`src/verilog/prog_seq_consts.svh`:
```
// constants for the program run/reset sequencer
`ifndef PROG_SEQ_CONSTS_SVH
`define PROG_SEQ_CONSTS_SVH
`define PRG_W 3
`define SEG_W 5
`define TIME_W 16
`define REP_W 8
`define SP_W 16
`define MV_W 16
`define SEG_TIME_CE 32'd1
`define PRESCALE_LEN_NS 32'd1000000
`define CLK_PERIOD_NS 32'd5
`define TICK_CYCLES (`PRESCALE_LEN_NS / `CLK_PERIOD_NS)
`define SEG_ZERO 5'h00
`endif

```
`src/verilog/prog_seq_pkg.sv`:
```
// types shared by the program run/reset sequencer
package prog_seq_pkg;
    typedef enum logic [1:0] {
        STARTUP_CONTINUE = 2'b00,
        STARTUP_RESET = 2'b01,
        STARTUP_RUN = 2'b10,
        STARTUP_MANUAL = 2'b11
    } startup_t;
    typedef enum logic [1:0] {
        ST_RESET = 2'b00,
        ST_STANDBY = 2'b01,
        ST_RUN = 2'b10,
        ST_END = 2'b11
    } seq_state_t;
    typedef enum logic [1:0] {
        SPM_PROGRAM = 2'b00,
        SPM_FIXED = 2'b01,
        SPM_REMOTE = 2'b10
    } sp_mode_t;
endpackage : prog_seq_pkg

```
`src/verilog/program_run_reset_sequencer.sv`:
```
// program run/reset/hold sequencer with startup handling and live segment edits
// Functional notes
// - run starts the selected program; reset stops it
// - hold freezes segment advance and elapsed time until released
// - program selection accepted only in reset status
// - reset clears segment, elapsed time, repetitions, hold; loads program; cancels tuning
// - reset behaviour select picks stop control or fixed setpoint
// - stop control: reset halts control
// - stop control: reset output value driven throughout reset, output active if nonzero
// - run under fixed setpoint behaviour forces program setpoint mode
// - reset under fixed setpoint behaviour goes fixed/remote mode, control continues
// - fixed setpoint behaviour: segment 0 ramps from current setpoint to target
// - startup behaviour applied at power-on, software reset, leaving setup level
// - continue restores prior operating state
// - reset startup always comes up in reset
// - run startup restarts program from beginning, including standby
// - manual startup comes up manual; refused when manual is disabled
// - persistence of counters, hold, run and auto/manual per startup choice
// - run startup reloads full standby time
// - power lost in auto, manual startup: stop control gives manual value, else zero; code applies this only in reset status
// - edited segment target: setpoint moves linearly from present value while elapsed time is 0; later edits ramp from the segment start
// - edited segment time: slope recomputed to reach target at new end
// - edited time below elapsed time advances to next segment at once
`timescale 1ns/1ps
`include "prog_seq_consts.svh"
module program_run_reset_sequencer
    import prog_seq_pkg::*;
#(
    parameter int TICK_CYCLES = `TICK_CYCLES,
    parameter int NUM_SEG = 32
) (
    input wire logic i_sys_clk,
    input wire logic i_rst_n,
    input wire logic i_ce,
    input wire logic i_run_req,
    input wire logic i_hold_req,
    input wire logic [`PRG_W-1:0] i_prog_sel,
    input wire logic i_reset_behaviour_select,
    input wire logic [1:0] i_power_up_behaviour_select,
    input wire logic i_manual_disabled,
    input wire logic i_startup_evt,
    input wire logic i_manual_req,
    input wire logic [1:0] i_reset_sp_mode,
    input wire logic [`MV_W-1:0] i_reset_mv,
    input wire logic [`MV_W-1:0] i_manual_mv,
    input wire logic [`TIME_W-1:0] i_standby_time,
    input wire logic [`REP_W-1:0] i_repeat_count,
    input wire logic [`SEG_W-1:0] i_last_seg,
    input wire logic [`SP_W-1:0] i_fixed_sp,
    input wire logic [`SP_W-1:0] i_seg_target,
    input wire logic [`TIME_W-1:0] i_seg_time,
    output logic o_running,
    output logic o_hold,
    output logic [`PRG_W-1:0] o_prog_num,
    output logic [`SEG_W-1:0] o_seg_num,
    output logic [`TIME_W-1:0] o_elapsed,
    output logic [`TIME_W-1:0] o_standby_left,
    output logic [`REP_W-1:0] o_rep_cnt,
    output logic [1:0] o_sp_mode,
    output logic [`SP_W-1:0] o_present_sp,
    output logic o_control_on,
    output logic o_out_active,
    output logic [`MV_W-1:0] o_mv,
    output logic o_manual,
    output logic o_tune_cancel,
    output logic o_sel_refused
);
    typedef struct packed {
        logic [1:0] sync_run;
        logic [1:0] sync_hold;
        logic run_d;
        seq_state_t st;
        logic hold;
        logic [`PRG_W-1:0] prog;
        logic [`SEG_W-1:0] seg;
        logic [`TIME_W-1:0] elapsed;
        logic [`TIME_W-1:0] standby;
        logic [`REP_W-1:0] rep;
        logic [`SP_W-1:0] sp;
        logic [`SP_W-1:0] seg_start_sp;
        logic [1:0] sp_mode;
        logic manual;
        logic was_auto;
        logic [31:0] tick_cnt;
        logic tick;
        logic ctl_on;
        logic out_act;
        logic [`MV_W-1:0] mv;
        logic tune_cancel;
        logic refused;
        logic running;
        logic man_req_d;
    } state_t;

    state_t cur_ff;
    state_t nxt_ff;

    // linear interpolation from start setpoint to target over segment time
    function automatic logic [`SP_W-1:0] interp(input logic [`SP_W-1:0] from,
                                                input logic [`SP_W-1:0] to,
                                                input logic [`TIME_W-1:0] t,
                                                input logic [`TIME_W-1:0] len);
        logic signed [`SP_W+`TIME_W+1:0] diff;
        logic signed [`SP_W+`TIME_W+1:0] step;
        begin
            diff = $signed({2'b00, to}) - $signed({2'b00, from});
            if (len == '0 || t >= len) begin
                interp = to;
            end else begin
                step = (diff * $signed({2'b00, t})) / $signed({2'b00, len});
                interp = from + step[`SP_W-1:0];
            end
        end
    endfunction : interp

    wire logic run_s = cur_ff.sync_run[1];
    wire logic hold_s = cur_ff.sync_hold[1];
    wire logic fixed_beh = i_reset_behaviour_select;

    // next-state logic
    always_comb begin
        nxt_ff = cur_ff;
        nxt_ff.sync_run = {cur_ff.sync_run[0], i_run_req};
        nxt_ff.sync_hold = {cur_ff.sync_hold[0], i_hold_req};
        nxt_ff.run_d = run_s;
        nxt_ff.tune_cancel = 1'b0;
        nxt_ff.refused = 1'b0;
        nxt_ff.was_auto = ~cur_ff.manual;
        // timebase prescaler, one tick per time unit
        nxt_ff.tick = 1'b0;
        if (cur_ff.tick_cnt >= 32'(TICK_CYCLES - 1)) begin
            nxt_ff.tick_cnt = '0;
            nxt_ff.tick = 1'b1;
        end else begin
            nxt_ff.tick_cnt = cur_ff.tick_cnt + 32'd1;
        end
        // manual follows changes of its request, so a manual startup is not undone
        nxt_ff.man_req_d = i_manual_req;
        if (i_manual_disabled) begin
            nxt_ff.manual = 1'b0;
        end else if (i_manual_req != cur_ff.man_req_d) begin
            nxt_ff.manual = i_manual_req;
        end
        if (cur_ff.st == ST_RESET) begin
            nxt_ff.prog = i_prog_sel;
            nxt_ff.seg = `SEG_ZERO;
            nxt_ff.elapsed = '0;
            nxt_ff.rep = '0;
            nxt_ff.hold = 1'b0;
            nxt_ff.standby = i_standby_time;
            nxt_ff.seg_start_sp = cur_ff.sp;
            if (fixed_beh) begin
                // control keeps tracking the fixed or remote setpoint
                nxt_ff.sp_mode = (i_reset_sp_mode == 2'(SPM_REMOTE)) ? 2'(SPM_REMOTE)
                                                                   : 2'(SPM_FIXED);
                nxt_ff.sp = i_fixed_sp;
                nxt_ff.ctl_on = 1'b1;
                nxt_ff.mv = '0;
                nxt_ff.out_act = 1'b0;
            end else begin
                nxt_ff.ctl_on = 1'b0;
                nxt_ff.mv = i_reset_mv;
                nxt_ff.out_act = (i_reset_mv != '0);
            end
            if (run_s && !cur_ff.run_d) begin
                nxt_ff.st = (i_standby_time != '0) ? ST_STANDBY : ST_RUN;
                nxt_ff.sp_mode = 2'(SPM_PROGRAM);
                nxt_ff.ctl_on = 1'b1;
                nxt_ff.out_act = 1'b0;
            end
        end else begin
            if (i_prog_sel != cur_ff.prog) begin
                nxt_ff.refused = 1'b1;
            end
            nxt_ff.hold = hold_s;
            nxt_ff.ctl_on = 1'b1;
            unique case (cur_ff.st)
                ST_STANDBY: begin
                    if (cur_ff.tick && !hold_s) begin
                        if (cur_ff.standby <= `TIME_W'(1)) begin
                            nxt_ff.standby = '0;
                            nxt_ff.st = ST_RUN;
                        end else begin
                            nxt_ff.standby = cur_ff.standby - `TIME_W'(1);
                        end
                    end
                end
                ST_RUN: begin
                    // segment 0 ramps only under fixed behaviour; else a step
                    if (cur_ff.seg == `SEG_ZERO && !fixed_beh) begin
                        nxt_ff.sp = i_seg_target;
                    end else begin
                        nxt_ff.sp = interp(cur_ff.seg_start_sp, i_seg_target,
                                           cur_ff.elapsed, i_seg_time);
                    end
                    if (i_seg_target != cur_ff.sp && cur_ff.elapsed == '0) begin
                        nxt_ff.seg_start_sp = cur_ff.sp;
                    end
                    if (cur_ff.elapsed >= i_seg_time) begin
                        // covers a time edited below the elapsed time
                        nxt_ff.elapsed = '0;
                        nxt_ff.seg_start_sp = i_seg_target;
                        if (cur_ff.seg >= i_last_seg || cur_ff.seg == `SEG_W'(NUM_SEG - 1)) begin
                            nxt_ff.seg = `SEG_ZERO;
                            if (cur_ff.rep >= i_repeat_count) begin
                                nxt_ff.st = ST_END;
                            end else begin
                                nxt_ff.rep = cur_ff.rep + `REP_W'(1);
                            end
                        end else begin
                            nxt_ff.seg = cur_ff.seg + `SEG_W'(1);
                        end
                    end else if (cur_ff.tick && !hold_s) begin
                        nxt_ff.elapsed = cur_ff.elapsed + `TIME_W'(1);
                    end
                end
                ST_END: begin
                    nxt_ff.sp = i_seg_target;
                end
                ST_RESET: begin
                    nxt_ff.st = ST_RESET;
                end
            endcase
            nxt_ff.mv = cur_ff.manual ? i_manual_mv : '0;
            nxt_ff.out_act = cur_ff.manual && (i_manual_mv != '0);
            if (!run_s && cur_ff.run_d) begin
                nxt_ff.st = ST_RESET;
                nxt_ff.tune_cancel = 1'b1;
            end
        end
        // startup event: power-on release, software reset, setup exit
        if (i_startup_evt) begin
            unique case (startup_t'(i_power_up_behaviour_select))
                STARTUP_CONTINUE: begin
                    nxt_ff = cur_ff;
                    nxt_ff.sync_run = {cur_ff.sync_run[0], i_run_req};
                    nxt_ff.sync_hold = {cur_ff.sync_hold[0], i_hold_req};
                    nxt_ff.man_req_d = i_manual_req;
                end
                STARTUP_RESET: begin
                    nxt_ff.st = ST_RESET;
                    nxt_ff.seg = `SEG_ZERO;
                    nxt_ff.elapsed = '0;
                    nxt_ff.rep = '0;
                    nxt_ff.hold = 1'b0;
                    nxt_ff.manual = cur_ff.manual;
                end
                STARTUP_RUN: begin
                    nxt_ff.st = (i_standby_time != '0) ? ST_STANDBY : ST_RUN;
                    nxt_ff.standby = i_standby_time;
                    nxt_ff.seg = `SEG_ZERO;
                    nxt_ff.elapsed = '0;
                    nxt_ff.rep = '0;
                    nxt_ff.hold = 1'b0;
                    nxt_ff.sp_mode = 2'(SPM_PROGRAM);
                    nxt_ff.manual = cur_ff.manual;
                end
                STARTUP_MANUAL: begin
                    if (!i_manual_disabled) begin
                        nxt_ff = cur_ff;
                        // synchronisers keep moving while the rest is held
                        nxt_ff.sync_run = {cur_ff.sync_run[0], i_run_req};
                        nxt_ff.sync_hold = {cur_ff.sync_hold[0], i_hold_req};
                        nxt_ff.man_req_d = i_manual_req;
                        nxt_ff.manual = 1'b1;
                        if (cur_ff.was_auto && cur_ff.st == ST_RESET) begin
                            nxt_ff.mv = fixed_beh ? '0 : i_manual_mv;
                            nxt_ff.out_act = !fixed_beh && (i_manual_mv != '0);
                        end
                    end else begin
                        nxt_ff.refused = 1'b1;
                    end
                end
            endcase
        end
        // running flag registered so the output comes straight from a flop
        nxt_ff.running = (nxt_ff.st != ST_RESET);
    end

    // single state register; clock enable freezes everything
    always_ff @(posedge i_sys_clk or negedge i_rst_n) begin
        if (!i_rst_n) begin
            cur_ff <= '0;
        end else if (i_ce) begin
            cur_ff <= nxt_ff;
        end
    end

    assign o_running = cur_ff.running;
    assign o_hold = cur_ff.hold;
    assign o_prog_num = cur_ff.prog;
    assign o_seg_num = cur_ff.seg;
    assign o_elapsed = cur_ff.elapsed;
    assign o_standby_left = cur_ff.standby;
    assign o_rep_cnt = cur_ff.rep;
    assign o_sp_mode = cur_ff.sp_mode;
    assign o_present_sp = cur_ff.sp;
    assign o_control_on = cur_ff.ctl_on;
    assign o_out_active = cur_ff.out_act;
    assign o_mv = cur_ff.mv;
    assign o_manual = cur_ff.manual;
    assign o_tune_cancel = cur_ff.tune_cancel;
    assign o_sel_refused = cur_ff.refused;

    // checks
    property p_reset_clears;
        @(posedge i_sys_clk) disable iff (!i_rst_n)
        (i_ce && !i_startup_evt && cur_ff.st == ST_RESET) |=> (o_seg_num == '0 && o_rep_cnt == '0);
    endproperty
    a_reset_clears: assert property (p_reset_clears) else $error("reset left counters");
    property p_stop_mv;
        @(posedge i_sys_clk) disable iff (!i_rst_n)
        (i_ce && !i_startup_evt && cur_ff.st == ST_RESET && !fixed_beh) |=> (o_mv == $past(i_reset_mv));
    endproperty
    a_stop_mv: assert property (p_stop_mv) else $error("reset mv not driven");
    property p_stop_halts;
        @(posedge i_sys_clk) disable iff (!i_rst_n)
        (i_ce && !i_startup_evt && cur_ff.st == ST_RESET && !fixed_beh && !(run_s && !cur_ff.run_d))
        |=> !o_control_on;
    endproperty
    a_stop_halts: assert property (p_stop_halts) else $error("control not halted");
    property p_hold_freeze;
        @(posedge i_sys_clk) disable iff (!i_rst_n)
        (i_ce && !i_startup_evt && cur_ff.st == ST_RUN && hold_s && run_s && cur_ff.run_d
         && cur_ff.elapsed < i_seg_time) |=> $stable(o_elapsed);
    endproperty
    a_hold_freeze: assert property (p_hold_freeze) else $error("hold did not freeze");
    property p_prog_locked;
        @(posedge i_sys_clk) disable iff (!i_rst_n)
        (i_ce && !i_startup_evt && cur_ff.st != ST_RESET) |=> $stable(o_prog_num);
    endproperty
    a_prog_locked: assert property (p_prog_locked) else $error("program changed in run");
    property p_run_starts;
        @(posedge i_sys_clk) disable iff (!i_rst_n)
        (i_ce && !i_startup_evt && cur_ff.st == ST_RESET && run_s && !cur_ff.run_d)
        |=> (o_running && o_sp_mode == 2'(SPM_PROGRAM));
    endproperty
    a_run_starts: assert property (p_run_starts) else $error("run not started");
    property p_fixed_keeps;
        @(posedge i_sys_clk) disable iff (!i_rst_n)
        (i_ce && !i_startup_evt && cur_ff.st == ST_RESET && fixed_beh && !(run_s && !cur_ff.run_d))
        |=> (o_control_on && o_sp_mode != 2'(SPM_PROGRAM));
    endproperty
    a_fixed_keeps: assert property (p_fixed_keeps) else $error("fixed mode stopped");
    property p_startup_reset;
        @(posedge i_sys_clk) disable iff (!i_rst_n)
        (i_ce && i_startup_evt && i_power_up_behaviour_select == 2'(STARTUP_RESET)) |=> !o_running;
    endproperty
    a_startup_reset: assert property (p_startup_reset) else $error("startup not reset");
    property p_manual_refused;
        @(posedge i_sys_clk) disable iff (!i_rst_n)
        (i_ce && i_startup_evt && i_manual_disabled
         && i_power_up_behaviour_select == 2'(STARTUP_MANUAL)) |=> (o_sel_refused && !o_manual);
    endproperty
    a_manual_refused: assert property (p_manual_refused) else $error("manual accepted");
    c_run: cover property (@(posedge i_sys_clk) disable iff (!i_rst_n) cur_ff.st == ST_RUN);
    c_end: cover property (@(posedge i_sys_clk) disable iff (!i_rst_n) cur_ff.st == ST_END);
    c_hold: cover property (@(posedge i_sys_clk) disable iff (!i_rst_n) o_hold && o_running);
endmodule : program_run_reset_sequencer

```
`config.mk`:
```
export PLATFORM = sky130hd
export DESIGN_NAME = program_run_reset_sequencer
export DESIGN_NICKNAME = d
export VERILOG_FILES = /design/src/verilog/prog_seq_pkg.sv /design/src/verilog/program_run_reset_sequencer.sv
export VERILOG_INCLUDE_DIRS = /design/src /design/src/verilog
export SDC_FILE = /design/constraint.sdc
export NUM_CORES = 2
export LEC_CHECK = 0
export ABC_CLOCK_PERIOD_IN_PS = 116000
export BUFFER_PORTS_ARGS = -buffer_cell sky130_fd_sc_hd__buf_2
export CORE_AREA = 2 2 289 291
export DETAILED_ROUTE_END_ITERATION = 8
export DIE_AREA = 0 0 291 293
export PLACE_DENSITY = 0.82
export SLEW_MARGIN = 40
export SYNTH_ARGS = -nofsm -noshare
export SYNTH_HDL_FRONTEND = slang
export SYNTH_SLANG_ARGS = --single-unit
```
`constraint.sdc`:
```
create_clock -name i_sys_clk -period 116 [get_ports i_sys_clk]
set_clock_uncertainty 0.1 [all_clocks]
set_input_delay 23.2 -clock i_sys_clk [delete_from_list [all_inputs] [get_ports i_sys_clk]]
set_output_delay 23.2 -clock i_sys_clk [all_outputs]
set_load 0.01 [all_outputs]
```
==> summary.md, run 1 <==
| Metric | Value |
|---|---|
| Post-detailed-placement cell area | 0.0633 mm2 |
| Starting utilization of the core area | 58.9% |
| Result of the run | did not finish |
| Clock buffer count from CTS | 17 |
| Half-perimeter wire length of the detailed placement result | 145000 um |
| Global Route Usage Sum | 85.5% |
| Buffer levels on the longest clock path | 2 |
| Number of flops mapped to enable cells by yosys | 0 |
| Ys flop type | dfrtp_1 |
| Die Wd | 291 um |
| Worst endpoint, post-GRT repair | o_present_sp[15]$_DFFE_PN0P_/D |
| Dominant cell type by area after synthesis | ha_1 |
| Fraction of post-synthesis cell area in the top cell type by area | 15.3% |
| Stage at which the flow ended | global routing (5_1_grt) |
| Pin type at the end of the worst path | register input |
| Gate count of the mapped netlist | 6442 |
| Post-synthesis net count | 7431 |
| Netlist area before placement | 0.0482 mm2 |
| Sink count of the clock tree | 147 |
| Count of buffers from port buffering | 213 |
| Largest net degree at the start of global routing | 80 |
| Log Error | [ERROR GRT-0232] Routing congestion too high. Check the congestion heatmap in the GUI. |
| Share of synthesized flip-flops with an asynchronous set or reset | 100% |
| Post-CTS Hold Buffers | 0 |
| Synth area leaders | ha_1, fa_1, dfrtp_1, nand2_1, inv_1 |
| Most instantiated library cell after synthesis | nand2_1 |
| DP Worst Slack | -6950 ps |
| Total gr overflow | 921 |
| Level count of the clock H-tree | 4 |
| Gp weighted congestion | 1.03 |
| Post-Synthesis Mean Instance Area | 7.49 um2 |
| Share of the yosys chip area belonging to registers | 7.62% |
| Count of cell types in the netlist | 134 |
| Number of warnings printed during yosys synthesis | 0 |
| Chip height | 293 um |
| Flop and latch count out of synthesis | 147 |
| Commonest cells post-synth | nand2_1, ha_1, inv_1 |
| Top-level port count | 214 |
| Buffer type at the clock tree root | clkbuf_16 |
| Std cell rows | 105 |
per-stage QoR:
| stage | utilization (%) | std cells |
|---|---|---|
| after floorplan | - | 6442 |
| after global placement | 77.4 | 9082 |
| after detailed placement | 77.4 | 9082 |
| after CTS | 83.7 | 9575 |
layer usage:
layer / GRT usage [%] / GRT overflow
met2: 97.8 / 605
met5: 59.7 / 3
met1: 82.8 / 23
met4: 88.4 / 267
met3: 75.5 / 23
repair_timing:
| action | 4_1_cts |
|---|---|
| cloned | 3 |
| resized for setup | 235 |
| pin swaps | 277 |
| buffers inserted | 459 |
| endpoints found under the setup margin | 16 |
cells by family after synthesis:
family                     Yosys count  share of synthesized area [%]
AOI/OAI and AO/OA                 1867                           26.4
buffers and inverters              835                           7.24
xor gates and xnor gates           333                           6.13
muxes                              122                           2.79
DFF                                147                           7.62
adders and majority gates          867                           26.7
and+or+nand+nor                   2271                           23.1
==> run 2, diff against run 1 <==
--- a/config.mk
+++ b/config.mk
@@ -6,12 +6,12 @@
 export SDC_FILE = /design/constraint.sdc
 export NUM_CORES = 2
 export LEC_CHECK = 0
-export ABC_CLOCK_PERIOD_IN_PS = 116000
+export ABC_CLOCK_PERIOD_IN_PS = 150800
 export BUFFER_PORTS_ARGS = -buffer_cell sky130_fd_sc_hd__buf_2
-export CORE_AREA = 2 2 289 291
+export CORE_AREA = 2 2 351 353
 export DETAILED_ROUTE_END_ITERATION = 8
-export DIE_AREA = 0 0 291 293
-export PLACE_DENSITY = 0.82
+export DIE_AREA = 0 0 353 355
+export PLACE_DENSITY_LB_ADDON = 0.15
 export SLEW_MARGIN = 40
 export SYNTH_ARGS = -nofsm -noshare
 export SYNTH_HDL_FRONTEND = slang
==> constraint.sdc (replaced) <==
create_clock -name i_sys_clk -period 150.8 [get_ports i_sys_clk]
set_clock_uncertainty 0.1 [all_clocks]
set_input_delay 30.16 -clock i_sys_clk [delete_from_list [all_inputs] [get_ports i_sys_clk]]
set_output_delay 30.16 -clock i_sys_clk [all_outputs]
set_load 0.01 [all_outputs]
==> run 2 against run 1 <==
The run now ends clean. Synthesized area is the same. Synthesized cell count unchanged.
==> summary.md, run 2 <==
| Metric | Value |
|---|---|
| Final WL | 159000 um |
| Leading cell type in the layout, fill and taps excluded | nand2_1 |
| Transition time of the tightest slew-check pin | 968 ps |
| Slew Limit Headroom | 35.0% |
| Sink count of the clock tree | 147 (unchanged) |
| 1st-pass router iterations | 9 |
| Post-detailed-placement cell area | 0.0509 mm2 (-20%) |
| Detailed-route DRC error count | 0 |
| Global-route wire length before repair | 254000 um |
| Dominant cell type by area after synthesis | ha_1 |
| Number of nets in the finished design | 7497 |
| Count of buffers from port buffering | 213 (unchanged) |
| Die Wd | 353 um (+21%) |
| Global Route Usage Sum | 24.7% |
| Floorplan die area | 0.125 mm2 |
| Post-CTS Hold Buffers | 0 (unchanged) |
| Gp weighted congestion | 0.928 (-10%) |
| Start-to-end type of the worst setup path | in -> reg |
| HP Class | reg -> reg |
| Most frequent cells in the layout | nand2_1, ha_1, inv_1, nor2_1, a21oi_1 |
| Startpoint types | primary input |
| Level count of the clock H-tree | 4 (unchanged) |
| Clock tree from TritonCTS | built |
| Via count of the first global-routing pass | 46104 |
| Post-detailed-route via-to-cell ratio | 5.85 |
| Final core utilization | 43.2% |
| Critical path destination | o_present_sp[15]$_DFFE_PN0P_ |
| Library cell appearing most often on the critical path | o21a_1 |
| Chip height | 355 um (+21%) |
| Violation count after the first detailed-route iteration | 3590 |
| Fraction of post-synthesis cell area in the top cell type by area | 15.3% (unchanged) |
| Capturing point of the worst reg2reg path | o_present_sp[15]$_DFFE_PN0P_ |
| Worst setup slack after layout | 8260 ps |
| Relative area change from synthesis to final layout | 8.60% |
| Required @ worst endpoint | 151110 ps |
| Number of diodes | 0 |
| DP Worst Slack | 693 ps (+7640 ps) |
| Share of the yosys chip area belonging to registers | 7.62% (unchanged) |
| Clk slew on worst S/H paths | 70 ps |
| Fmax achieved | 7.02 MHz |
| Share of the clock period used by the worst path after layout | 94.5% |
| Number of warnings printed during yosys synthesis | 0 (unchanged) |
| Worst endpoint data arrival time | 142850 ps |
| Count of final hold-check violations | 0 |
| Worst reg-to-reg path cell count | 544 |
| Total gr overflow | 0 |
| Post-Synthesis Mean Instance Area | 7.49 um2 (unchanged) |
| Std cell rows | 128 (+22%) |
| Setup_tns | 0 ps |
| Synth area leaders | ha_1, fa_1, dfrtp_1, nand2_1, inv_1 |
| Largest net degree at the start of global routing | 88 |
| Slew Limit Fails | 0 |
| Gate count of the mapped netlist | 6442 (unchanged) |
| Highest fanout seen on the critical path | 63 |
| Beginning of the critical path | i_seg_target[0] |
| Startpoint of the lowest-slack register-to-register path | cur_ff[61]$_DFFE_PN0P_ |
| Flop and latch count out of synthesis | 147 (unchanged) |
| Netlist area before placement | 0.0482 mm2 (unchanged) |
| Final Critical Period | 142540 ps |
| Worst R2R Setup Slack | 37590 ps |
| Number of antenna violations at the first check in global routing | 4 |
| Buffer type at the clock tree root | clkbuf_16 |
| Worst path max stage delay | 590 ps |
| Flip-flop count of the largest register after layout | 58 |
| Most instantiated library cell after synthesis | nand2_1 |
| Ys flop type | dfrtp_1 |
| Share of synthesized flip-flops with an asynchronous set or reset | 100% (unchanged) |
| Count of cell types in the netlist | 134 (unchanged) |
| Commonest cells post-synth | nand2_1, ha_1, inv_1 |
| Clock latency on the worst-skew pair | 500 ps |
| Proportion of layout cells with a drive suffix above 1 | 10.9% |
| Final design instance area without fill | 0.0524 mm2 |
| Half-perimeter wire length of the detailed placement result | 126000 um (-13%) |
| Total via count after detailed routing | 47584 |
| Clock buffer count from CTS | 25 (+8) |
| Worst Setup End Kind | register |
| Post-synthesis net count | 7431 (unchanged) |
| CP max-delay cell | fa_1 |
| Start point of the worst min-delay path | o_out_active$_DFFE_PN0P_ |
| Number of flops mapped to enable cells by yosys | 0 (unchanged) |
| Starting utilization of the core area | 39.7% (-19 points) |
| Wirelength per Cell | 19.6 um |
| Final setup vio count | 0 |
| Result of the run | complete, no violations |
| Antenna-violating nets left | 0 |
| CORE AREA | 0.121 mm2 |
| Top-level port count | 214 (unchanged) |
| Buffer levels on the longest clock path | 3 (+1) |
| Max-cap viol count | 0 |
| Largest register by flop count | cur_ff |
[run 2: cell counts after synthesis]
Identical to the previous run, type by type.
[run 2: final cells by class]
type                    count  area (um2)
flip-flops and latches    147        3680
fillers                 12560       69000
multi-input cells        5461       41800
inverters                 515        1940
well taps                1625        2030
clock inverters             4        50.0
repair buffers            358        2210
clock buffers              28         667
[run 2: worst min path at each step]
stage / cells past startpoint / to
6_report: 2 / o_out_active$_DFFE_PN0P_
2_1_floorplan: 2 / o_sp_mode[1]$_DFFE_PN0P_
3_3_place_gp: 2 / o_mv[11]$_DFFE_PN0P_
4_1_cts: 2 / o_out_active$_DFFE_PN0P_
3_5_place_dp: 2 / o_mv[9]$_DFFE_PN0P_
5_1_grt: 1 / cur_ff[22]$_DFFE_PN0P_
[run 2: kinds of logic after synthesis]
group | synth area share (%)
AND/OR/NAND/NOR | 23.1
AO/OA/AOI/OAI | 26.4
adder cells (fa/ha/maj) | 26.7
buffers and inverters | 7.24
XOR/XNOR | 6.13
flip-flops | 7.62
multiplexers | 2.79
[run 2: metrics by stage]
step / cells / hold WS (ps)
global route: 8138 / 409
CTS: 8112 / 382
finish: 8138 / 376
detailed placement: 8080 / 369
global placement: 8079 / 360
floorplan: 6442 / 343
[run 2: critical path: cells and delay by family]
| kind | cells | cell delay, ps |
|---|---|---|
| compound gates | 341 | 68880 |
| simple gates | 124 | 22340 |
| mux | 5 | 1410 |
| buf+inv | 29 | 4740 |
| xor+xnor | 4 | 760 |
| fa+ha+maj | 43 | 14270 |
[run 2: per-layer routing]
metal	GRT usage (%)	wire, um	vias up	part of all wire (%)
li1	-	-	23252	-
met1	35.0	75800	22812	48
met2	40.9	72200	1335	45
met3	2.08	8230	181	5.2
met4	4.95	2930	4	1.8
met5	0	23	-	0.014
[run 2: timing repair]
| action | 4_1_cts | 5_1_grt |
|---|---|---|
| resized for setup | 0 | 111 |
| setup endpoints to repair | 0 | 16 |
| setup buffers | 0 | 25 |
Power of run 2 is left out: the tool's default activity adds up to more than one toggle a clock period on the data nets, which glitch-free logic cannot reach.
